`src/design/ctm_pkg.sv`:
```
// Constants, types and helpers of the CAN transceiver mode control block
// Operation
// - After power-up the transceiver starts in off mode, bus ignored.
// - Off mode selectable in every system mode; bus pins high impedance.
// - In off mode bus wake-up events are ignored, no wake indication.
// - Normal mode set by software, only in system normal or stop mode.
// - Normal and receive-only modes enable bus biasing at half supply.
// - Normal mode drives transmit level to bus; low is dominant.
// - Early low transmit ignored until a recessive level follows.
// - Resolved bus state appears as digital level on receive output.
// - Receive-only mode disables driver, keeps receive path working.
// - Receive-only mode set by software, only in system normal or stop.
// - Transceiver mode selected by dedicated software-written mode bits.
// - Wake-capable mode detects a bus wake-up pattern.
// - Transmit and receive path supports rates up to 2 Mbaud.
// - Wake-capable mode code is 01 and stays visible after wake-up.
// - After bus wake, receive output held low until mode changes or stop or fail-safe is entered.
// - Stuck dominant forces receive-only, flags failure, then resumes.
package ctm_pkg;
	localparam int unsigned CLK_MHZ = 25;
	localparam int unsigned T_EN_NS = 20000;
	localparam int unsigned EN_CYC = (T_EN_NS * CLK_MHZ + 999) / 1000;
	localparam int unsigned EN_W = $clog2(EN_CYC + 1);
	localparam int unsigned T_TXTO_US = 2000;
	localparam int unsigned TXTO_CYC = T_TXTO_US * CLK_MHZ;
	localparam int unsigned T_WAKE1_NS = 500;
	localparam int unsigned WAKE1_CYC = (T_WAKE1_NS * CLK_MHZ + 999) / 1000;
	localparam int unsigned T_WAKE2_US = 1800;
	localparam int unsigned WAKE2_CYC = T_WAKE2_US * CLK_MHZ;
	localparam int unsigned CNT_W = 16;

	localparam logic [11:0] ADDR_CTRL = 12'h000;
	localparam logic [11:0] ADDR_STATUS = 12'h004;
	localparam logic [11:0] ADDR_IRQ_STAT = 12'h008;
	localparam logic [11:0] ADDR_IRQ_MASK = 12'h00C;

	localparam int unsigned IRQ_WAKE = 0;
	localparam int unsigned IRQ_TXTO = 1;
	localparam int unsigned IRQ_REFUSED = 2;
	localparam int unsigned IRQ_W = 3;
	localparam logic [IRQ_W-1:0] IRQ_RST = 3'h0;
	localparam logic [31:0] RDATA_RST = 32'h0000_0000;

	localparam int unsigned STS_MODE = 0;
	localparam int unsigned STS_EFF = 2;
	localparam int unsigned STS_EN_DONE = 4;
	localparam int unsigned STS_WAKE = 5;
	localparam int unsigned STS_TXTO = 6;
	localparam int unsigned STS_ARMED = 7;

	typedef enum logic [1:0] {
		CTM_OFF = 2'b00,
		CTM_WAKE = 2'b01,
		CTM_RXO = 2'b10,
		CTM_NORM = 2'b11
	} ctm_mode_t;
	localparam ctm_mode_t MODE_RST = CTM_OFF;

	typedef enum logic [2:0] {
		SYS_INIT = 3'b000,
		SYS_NORMAL = 3'b001,
		SYS_STOP = 3'b010,
		SYS_SLEEP = 3'b011,
		SYS_RESTART = 3'b100,
		SYS_FAILSAFE = 3'b101
	} ctm_sys_t;

	function automatic logic ctm_tx_allowed(input logic [2:0] s);
		return (s == SYS_NORMAL) || (s == SYS_STOP);
	endfunction : ctm_tx_allowed

	function automatic logic ctm_hit(input logic [11:0] a,
		input logic [11:0] off);
		return a == off;
	endfunction : ctm_hit
endpackage : ctm_pkg

```
`src/design/ctm_tx_timeout.sv`:
```
// Dominant transmit time-out guard
`timescale 1ns/100ps
`default_nettype none
module ctm_tx_timeout
	import ctm_pkg::*;
#(
	parameter int unsigned TO_CYC = TXTO_CYC
) (
	input wire logic clk,
	input wire logic rstn,
	input wire logic normal_mode,
	input wire logic tx_dom,
	output logic to_active,
	output logic to_pulse
);
	typedef struct packed {
		logic [CNT_W-1:0] cnt;
		logic act;
		logic pulse;
	} ctm_to_st_t;

	ctm_to_st_t r, n;

	always_comb begin
		n = r;
		n.pulse = 1'b0;
		if (!normal_mode || !tx_dom) begin
			n.cnt = '0;
			n.act = 1'b0;
		end else if (!r.act) begin
			if (r.cnt == CNT_W'(TO_CYC - 1)) begin
				n.act = 1'b1;
				n.pulse = 1'b1;
			end else begin
				n.cnt = r.cnt + 1'b1;
			end
		end
	end

	always_ff @(posedge clk or negedge rstn) begin
		if (!rstn) begin
			r <= '0;
		end else begin
			r <= n;
		end
	end

	assign to_active = r.act;
	assign to_pulse = r.pulse;
endmodule : ctm_tx_timeout
`default_nettype wire

```
`src/design/ctm_wake_det.sv`:
```
// Bus wake-up pattern detector
`timescale 1ns/100ps
`default_nettype none
module ctm_wake_det
	import ctm_pkg::*;
#(
	parameter int unsigned W2_CYC = WAKE2_CYC
) (
	input wire logic clk,
	input wire logic rstn,
	input wire logic enable,
	input wire logic bus_dom,
	output logic wake_pulse
);
	typedef enum logic [1:0] {
		WD_IDLE = 2'b00,
		WD_DOM1 = 2'b01,
		WD_REC = 2'b10,
		WD_DOM2 = 2'b11
	} ctm_wd_t;

	typedef struct packed {
		ctm_wd_t st;
		logic [CNT_W-1:0] cnt;
		logic pulse;
	} ctm_wd_st_t;

	ctm_wd_st_t r, n;
	logic in_win;

	// Phase length inside the legal window, counter saturates at upper bound
	assign in_win = (r.cnt >= CNT_W'(WAKE1_CYC)) && (r.cnt < CNT_W'(W2_CYC));

	always_comb begin
		n = r;
		n.pulse = 1'b0;
		if (r.cnt != CNT_W'(W2_CYC)) begin
			n.cnt = r.cnt + 1'b1;
		end
		if (!enable) begin
			n.st = WD_IDLE;
			n.cnt = '0;
		end else begin
			unique case (r.st)
				WD_IDLE: begin
					n.cnt = CNT_W'(1);
					if (bus_dom) n.st = WD_DOM1;
				end
				WD_DOM1: if (!bus_dom) begin
					n.cnt = CNT_W'(1);
					n.st = in_win ? WD_REC : WD_IDLE;
				end
				WD_REC: if (bus_dom) begin
					n.cnt = CNT_W'(1);
					n.st = in_win ? WD_DOM2 : WD_DOM1;
				end
				WD_DOM2: begin
					if (!bus_dom) begin
						n.st = WD_IDLE;
					end else if (r.cnt == CNT_W'(WAKE1_CYC)) begin
						n.st = WD_IDLE;
						n.pulse = 1'b1;
					end
				end
			endcase
		end
	end

	always_ff @(posedge clk or negedge rstn) begin
		if (!rstn) begin
			r <= '{st: WD_IDLE, cnt: '0, pulse: 1'b0};
		end else begin
			r <= n;
		end
	end

	assign wake_pulse = r.pulse;
endmodule : ctm_wake_det
`default_nettype wire

```
`src/design/ctm_top.sv`:
```
// CAN transceiver mode control with APB registers
//
// Implementation choices: the placing of the registers and the APB interface to the registers.
`timescale 1ns/100ps
`default_nettype none
module ctm_top
	import ctm_pkg::*;
#(
	parameter int unsigned TO_CYC = TXTO_CYC,
	parameter int unsigned W2_CYC = WAKE2_CYC
) (
	input wire logic clk,
	input wire logic rstn,
	input wire logic psel,
	input wire logic penable,
	input wire logic pwrite,
	input wire logic [11:0] paddr,
	input wire logic [31:0] pwdata,
	output logic [31:0] prdata,
	output logic pready,
	output logic pslverr,
	input wire logic [2:0] sys_mode,
	input wire logic tx_line_in,
	input wire logic bus_dom_in,
	output logic rx_line_out,
	output logic drv_dominant,
	output logic drv_en,
	output logic bias_half_en,
	output logic bus_hiz,
	output logic wake_ind,
	output logic irq
);
	typedef struct packed {
		ctm_mode_t mode;
		logic [IRQ_W-1:0] stat;
		logic [IRQ_W-1:0] mask;
		logic [EN_W-1:0] en_cnt;
		logic en_done;
		logic tx_armed;
		logic wake_lat;
		logic [2:0] sys_q;
		logic rx_out;
		logic drv_dom;
		logic [31:0] rdata;
		logic err;
		logic [1:0] tx_sync;
		logic [1:0] bus_sync;
	} ctm_st_t;

	localparam ctm_st_t ST_RST = '{
		mode: MODE_RST, stat: IRQ_RST, mask: IRQ_RST, en_cnt: '0,
		en_done: 1'b0, tx_armed: 1'b0, wake_lat: 1'b0, sys_q: SYS_INIT,
		rx_out: 1'b1, drv_dom: 1'b0, rdata: RDATA_RST, err: 1'b0,
		tx_sync: 2'b11, bus_sync: 2'b00};

	logic [1:0] rst_q;
	logic rstn_s;
	ctm_st_t r, n;
	ctm_mode_t eff, req;
	logic tx_s, bus_s;
	logic to_active, to_pulse, wake_pulse;
	logic setup, wr, ctrl_wr, req_ok, rearm;
	logic [31:0] sts_word, rd_word;
	logic [IRQ_W-1:0] ev;

	// Reset enters asynchronously, leaves synchronously
	always_ff @(posedge clk or negedge rstn) begin
		if (!rstn) begin
			rst_q <= 2'b00;
		end else begin
			rst_q <= {rst_q[0], 1'b1};
		end
	end
	assign rstn_s = rst_q[1];

	// Both pins are asynchronous, so only the second sync stage is read
	assign tx_s = r.tx_sync[1];
	assign bus_s = r.bus_sync[1];

	assign eff = (r.mode == CTM_NORM && to_active) ? CTM_RXO : r.mode;

	ctm_tx_timeout #(
		.TO_CYC(TO_CYC)
	) u_txto (
		.clk(clk),
		.rstn(rstn_s),
		.normal_mode(r.mode == CTM_NORM),
		.tx_dom(!tx_s),
		.to_active(to_active),
		.to_pulse(to_pulse)
	);

	// detector runs only when wake-capable and not yet woken
	ctm_wake_det #(
		.W2_CYC(W2_CYC)
	) u_wake (
		.clk(clk),
		.rstn(rstn_s),
		.enable(r.mode == CTM_WAKE && !r.wake_lat),
		.bus_dom(bus_s),
		.wake_pulse(wake_pulse)
	);

	assign setup = psel && !penable;
	assign wr = psel && penable && pwrite;
	assign ctrl_wr = wr && ctm_hit(paddr, ADDR_CTRL);
	assign req = ctm_mode_t'(pwdata[1:0]);
	// both bus modes gated by system mode
	assign req_ok = !req[1] || ctm_tx_allowed(sys_mode);
	// Entering stop or fail-safe rearms wake capability
	assign rearm = (sys_mode == SYS_STOP || sys_mode == SYS_FAILSAFE)
		&& sys_mode != r.sys_q;

	always_comb begin
		sts_word = '0;
		sts_word[STS_MODE +: 2] = r.mode;
		sts_word[STS_EFF +: 2] = eff;
		sts_word[STS_EN_DONE] = r.en_done;
		sts_word[STS_WAKE] = r.wake_lat;
		sts_word[STS_TXTO] = to_active;
		sts_word[STS_ARMED] = r.tx_armed;
	end

	always_comb begin
		rd_word = '0;
		if (ctm_hit(paddr, ADDR_CTRL)) begin
			rd_word[1:0] = r.mode;
		end else if (ctm_hit(paddr, ADDR_STATUS)) begin
			rd_word = sts_word;
		end else if (ctm_hit(paddr, ADDR_IRQ_STAT)) begin
			rd_word[IRQ_W-1:0] = r.stat;
		end else if (ctm_hit(paddr, ADDR_IRQ_MASK)) begin
			rd_word[IRQ_W-1:0] = r.mask;
		end
	end

	always_comb begin
		n = r;
		n.tx_sync = {r.tx_sync[0], tx_line_in};
		n.bus_sync = {r.bus_sync[0], bus_dom_in};
		n.sys_q = sys_mode;
		ev = '0;
		// a pulse still in flight as wake mode is left must not latch
		ev[IRQ_WAKE] = wake_pulse && r.mode == CTM_WAKE;
		ev[IRQ_TXTO] = to_pulse;

		// Read data captured in setup so it is stable in the access phase
		if (setup) begin
			n.rdata = pwrite ? RDATA_RST : rd_word;
			n.err = !(ctm_hit(paddr, ADDR_CTRL) || ctm_hit(paddr, ADDR_STATUS)
				|| ctm_hit(paddr, ADDR_IRQ_STAT)
				|| ctm_hit(paddr, ADDR_IRQ_MASK));
		end

		if (ctrl_wr) begin
			if (req_ok) begin
				n.mode = req;
			end else begin
				ev[IRQ_REFUSED] = 1'b1;
			end
		end
		if (wr && ctm_hit(paddr, ADDR_IRQ_MASK)) begin
			n.mask = pwdata[IRQ_W-1:0];
		end
		// Set wins over a write-one clear in the same cycle
		n.stat = r.stat;
		if (wr && ctm_hit(paddr, ADDR_IRQ_STAT)) begin
			n.stat = r.stat & ~pwdata[IRQ_W-1:0];
		end
		n.stat = n.stat | ev;

		// wake latch cleared only by a mode change or rearm
		if (ev[IRQ_WAKE]) begin
			n.wake_lat = 1'b1;
		end else if ((ctrl_wr && req_ok && req != r.mode) || rearm) begin
			n.wake_lat = 1'b0;
		end

		// Enabling delay restarts whenever normal mode is left
		if (r.mode != CTM_NORM) begin
			n.en_cnt = '0;
			n.en_done = 1'b0;
		end else if (!r.en_done) begin
			if (r.en_cnt == EN_W'(EN_CYC - 1)) begin
				n.en_done = 1'b1;
			end else begin
				n.en_cnt = r.en_cnt + 1'b1;
			end
		end

		// arm only after a recessive level once delay is over
		if (!r.en_done) begin
			n.tx_armed = 1'b0;
		end else if (tx_s) begin
			n.tx_armed = 1'b1;
		end

		// transmit level onto the output stage
		n.drv_dom = (eff == CTM_NORM) && r.tx_armed && !tx_s;

		// receive path kept in both bus modes
		unique case (eff)
			CTM_NORM, CTM_RXO: n.rx_out = !bus_s;
			CTM_WAKE: n.rx_out = !r.wake_lat;
			CTM_OFF: n.rx_out = 1'b1;
		endcase
	end

	always_ff @(posedge clk or negedge rstn_s) begin
		if (!rstn_s) begin
			r <= ST_RST;
		end else begin
			r <= n;
		end
	end

	assign prdata = r.rdata;
	assign pslverr = r.err && psel && penable;
	assign pready = 1'b1;
	assign rx_line_out = r.rx_out;
	assign drv_dominant = r.drv_dom;
	// driver only in effective normal mode
	assign drv_en = (eff == CTM_NORM);
	// half-supply bias in both bus modes
	assign bias_half_en = (eff == CTM_NORM) || (eff == CTM_RXO);
	// pins high impedance in off mode
	assign bus_hiz = (r.mode == CTM_OFF);
	assign wake_ind = r.wake_lat;
	assign irq = |(r.stat & r.mask);
endmodule : ctm_top
`default_nettype wire

```
`config.mk`:
```
export PLATFORM = sky130hd
export DESIGN_NAME = ctm_top
export DESIGN_NICKNAME = d
export VERILOG_FILES = /design/src/design/ctm_pkg.sv /design/src/design/ctm_tx_timeout.sv /design/src/design/ctm_wake_det.sv /design/src/design/ctm_top.sv
export SDC_FILE = /design/constraint.sdc
export NUM_CORES = 1
export LEC_CHECK = 0
export ABC_AREA = 1
export BUFFER_PORTS_ARGS = -buffer_cell sky130_fd_sc_hd__buf_2
export CORE_UTILIZATION = 59
export CTS_CLUSTER_DIAMETER = 60
export DETAILED_ROUTE_END_ITERATION = 6
export PLACE_DENSITY = 0.86
export SLEW_MARGIN = 20
export SYNTH_ARGS = -nofsm -noshare
export SYNTH_HDL_FRONTEND = slang
export SYNTH_SLANG_ARGS = --single-unit
```
`constraint.sdc`:
```
create_clock -name clk -period 4.41 [get_ports clk]
set_clock_uncertainty 0.2 [all_clocks]
set_input_delay 1.323 -clock clk [delete_from_list [all_inputs] [get_ports clk]]
set_output_delay 1.323 -clock clk [all_outputs]
set_load 0.01 [all_outputs]
```
After elaboration in Yosys (flattened, before gate mapping)
Index checks and enable logic that the tools add are counted.
- bits in registers: 101
- input bits: 54
- logic and storage cells: 144
- add/subtract/negate cells: 3
- magnitude comparators: 2
- equal/unequal tests: 30
- muxes and demuxes: 40
- bitwise logic cells: 4
- reduce and logical (&&, ||, !) cells: 44
- operators by type and width (kind ; count):
    $mux W18 ; 4
    $pmux W16 S3 ; 1
    $add A16 B1 Y16 const B ; 2
    $mux W16 ; 2
    $mux W32 ; 1
    $mux W30 ; 1
    $eq A12 B4 Y1 const B ; 2
    $mux W10 ; 2
    $logic_and A1 B1 Y1 ; 17
    $mux W17 ; 1
    $eq A16 B16 Y1 const B ; 1
    $eq A16 B4 Y1 const B ; 1
    $ge A16 B4 Y1 const B ; 1
    $lt A16 B16 Y1 const B ; 1
    $mux W2 ; 8
    $ne A16 B16 Y1 const B ; 1
    $eq A12 B3 Y1 const B ; 1
    $logic_not A12 Y1 ; 1
    $mux W1 ; 12
    $mux W3 ; 4
    $eq A2 B2 Y1 const B ; 5
    $add A9 B1 Y9 const B ; 1
    $eq A9 B9 Y1 const B ; 1
    $logic_or A1 B1 Y1 ; 9
    24 further kinds ; 43

Longest topological paths before layout
- depth in word-level cells: 8
- mapped depth: 12
- gate-level depth less buffers: 11

Cells and area by module
A second synthesis with hierarchy kept.
- cells, all modules: 631
- area total of the unflattened synthesis: 4658.2 um^2
- modules (own cells, without submodules) (module ; instances ; cells an instance ; area an instance (um^2) ; sequential area each (um^2)):
    ctm_top ; 1 ; 293 ; 2293.4 ; 1004.7
    ctm_wake_det ; 1 ; 179 ; 1237.4 ; 475.5
    ctm_tx_timeout ; 1 ; 159 ; 1127.3 ; 450.4

Worst setup path after synthesis
No wires, ideal clock.
- path kind: in2out
- start: in psel
- end: out pslverr
- data arrival time: 1503 ps
- data required time: 2887 ps
- slack: 1384 ps
- stages: 1
- path buffers: 0
- cell sequence: and3_1
- longest elaborated chain between the ends: 2
- ends and longest elaborated chain (item ; line ; RTL):
    start: declaration ; ctm_top.sv:14 ; input wire logic psel,
    $logic_and A1 B1 Y1 (2 in a row) ; ctm_top.sv:218 ; assign pslverr = r.err && psel && penable;
    end: declaration ; ctm_top.sv:21 ; output logic pslverr,
No other way between the ends.

Worst setup path in the final report
Same ends and word-level chain as after synthesis.

==> flow_metrics.py <==
metrics = {
    "outcome": {
        "status": "finished, final reports clean",
    },
    "floorplan": {
        "start_util_pct": 62.5,
        "die-area_sq_um": 7750,
        "row_count": 30,
        "dieWidth_microns": 88.0,
        "fp.coreArea_sq_um": 6980,
        "die_h_microns": 88.0,
        "ios": 95,
    },
    "clocking": {
        "clk_latency_ns": 0.35,
        "cts_tree": "yes",
        "clock-root-buffer": "clkbuf_8",
        "cts_inserted_buffers": 9,
        "postCtsSetupRepairBufs": 0,
        "path_clk_slew_ns": 0.07,
        "cts_max_level": 3,
        "cts.sinks": 77,
        "cts_resized": 0,
        "ctsHoldBuffers": 1,
        "clockBufferDepth": 2,
    },
    "synthesis": {
        "ys.flop_type": "dfrtp_1",
        "synth_cells": 577,
        "yosys-mux-area-fraction_pct": 0,
        "yosys.cell_types.count": 36,
        "synth-async-reset-ratio_pct": 100,
        "ys_ff_latch": 77,
        "yosys.area.top_type": "dfrtp_1",
        "synth_compound_area_share_pct": 7.65,
        "ys_warn_count": 0,
        "synthAdderAreaFrac_pct": 1.43,
        "yosysMostFrequentCell": "nand2_1",
        "synth_xor_area_share_pct": 2.41,
        "synth_edf_count": 0,
        "synth-simple-area-share_pct": 31.3,
        "ys_seq_area_share_pct": 44.2,
        "synth_top_family_by_area": "simple AND/OR/NAND/NOR gates",
        "yosys-top-cells-area": "dfrtp_1, nand2_1, buf_4, nor2_1, inv_1",
        "synthTopCellsByCount": "nand2_1, dfrtp_1, nor2_1",
        "syn_avg_cell_area_sq_um": 7.57,
        "synth_top_area_share_pct": 42.4,
        "syn-cell-area_sq_um": 4370,
    },
    "grt": {
        "grt_overflow": 0,
        "antenna_found_initial": 0,
        "grt_start_max_net_pins": 60,
        "grt_first_pass_wirelength_microns": 14900,
        "grt_usage_pct": 24.8,
        "grt_pass1_vias": 3565,
    },
    "layout": {
        "regArea_sq_um": 1930,
        "fin_cells": 717,
        "final_nets": 675,
        "antenna_cells": 0,
        "multi_input_area_sq_um": 1970,
        "area_growth_pct": 7.76,
        "fillCellCount": 581,
        "drive_gt1_share_pct": 12.4,
    },
    "sta": {
        "period_needed_ns": 3.24,
        "fmax_mhz": 308,
        "drv_slew": 0,
        "period_share_pct": 73.5,
        "setup_tns_ns": 0,
        "hold_violations": 0,
        "setup_viol": 0,
        "tightestPinTransition_ns": 0.879,
        "max_slew_margin_pct": 41.2,
        "rsz0062_at_grt": "no",
    },
    "power": {
        "ir_drop_v": 0.000230,
        "p_leak_nw": 2.26,
        "finalPower_mw": 1.45,
        "power_per_cell_area_nw_per_um2": 308,
    },
    "place": {
        "place_inst": 700,
        "gp_congestion": 0.879,
        "numPortBuffers": 40,
        "dpl.hpwl_microns": 6410,
    },
    "detailed_routing": {
        "drt_iter0_markers": 194,
        "routed_wl_microns": 8770,
        "via_count": 3803,
        "ant_nets": 0,
        "via_per_inst": 5.30,
        "drt_pre_antenna_iters": 6,
        "wire_per_inst_microns": 12.2,
        "drc": 0,
    },
    "setup_path": {
        "worstPathCellList": "buf_2, and3_1, buf_2",
        "crit_slowest_cell": "and3_1",
        "slowest_delay_ns": 0.15,
        "cp_max_fo": 3,
        "worstSetupPathType": "input port to primary output",
        "worst-path-buf-inv": 2,
        "required_ns": 2.89,
        "cp_common_cell": "buf_2",
        "worst_setup_path_end_kind": "primary output",
        "crit_family": "buffers and inverters",
        "cp_data_arrival_time_ns": 1.72,
        "startpoint": "psel",
        "startpoint_type": "input port",
        "rr_startpoint": "r[61]",
    },
    "job": {
        "maxCapViolCount": 0,
    },
    "hold_path": {
        "hp-class": "flip-flop to asynchronous set/reset pin",
    },
}
==> path summary, 6_finish.rpt <==
path                                 to  depth (start not counted)  slack [ns]
min                                n[3]                          0        0.04
max reg2reg                u_txto.r[16]                          6        2.46
min in group clk               rst_q[1]                          0        0.16
min reg2reg                        n[3]                          0        0.04
max in group asynchronous  u_txto.r[14]                          1        2.87
max                             pslverr                          3        1.17
==> kinds of logic (layout without fill, tap and decap cells) <==
group                      Yosys count  count (layout)
and+or+nand+nor                    309             309
buffers and inverters              108             128
DFF                                 77              77
AOI/OAI and AO/OA                   64              64
xor gates and xnor gates            12              12
adders and majority gates            5               5
other                                2              26
==> power by group <==
| group | internal [mW] | switching (mW) |
|---|---|---|
| Clock | 0.276 | 0.258 |
| Combinational | 0.0481 | 0.0872 |
| Sequential | 0.744 | 0.0358 |
==> worst register-to-register path, delay by kind of cell (launching register included) <==
kind	cells	cell delay (ns)
AND/OR/NAND/NOR	5	1.11
flip-flops	1	0.48
buffers and inverters	1	0.11
==> cell type report <==
cell class	count	area share, %
timing repair buffer	42	4.63
sequential	77	41.1
tap	96	2.55
clock inverter	6	1.30
clock buffer	10	2.92
multi-input combinational	416	41.8
inverter	70	5.72
==> registers in the layout, summed over array words and instances, names as in the netlist <==
register           count
u_wake.wake_pulse      1
u_txto.to_pulse        1
rx_line_out            1
u_txto.r              16
drv_dominant           1
rst_q                  2
r                     24
u_txto.to_active       1
bus_s                  1
n                      2
wake_ind               1
prdata                 8
u_wake.r              18
==> through the flow <==
stage	utilization, %	area, sq um	hold WS, ns	setup WS [ns]
global route	67.4	4710	0.0582	1.15
global placement	64.4	4500	-0.0131	1.18
finish	67.4	4710	0.0375	1.17
floorplan	-	4460	0.131	1.38
detailed placement	64.4	4500	-0.00740	1.17
CTS	67.4	4710	0.0403	1.17
==> cell usage in the layout, fill, tap and decap left out, types with 2 or more instances in the layout <==
cell type,n
nand2_1,146
dfrtp_1,73
nor2_1,65
inv_1,64
nand3_1,46
o21ai_0,45
buf_2,40
conb_1,26
nand4_1,25
a21oi_1,13
nor3_1,11
clkbuf_8,10
xor2_1,8
ha_1,5
clkinv_2,4
xnor2_1,4
nor2_4,3
inv_2,3
dfstp_2,3
nor3_2,2
nor3b_1,2
a211oi_1,2
nor2_2,2
nand2_4,2
inv_6,2
nor4_1,2
==> routing by layer <==
layer,routed length (microns),GRT usage [%],vias to the layer above
met1,3870,30.3,1772
met2,4290,42.6,132
met4,117,8.06,0
met5,0,0,-
met3,500,6.88,14
li1,-,-,1885
Note: power is estimated with default switching activity, not from simulation.
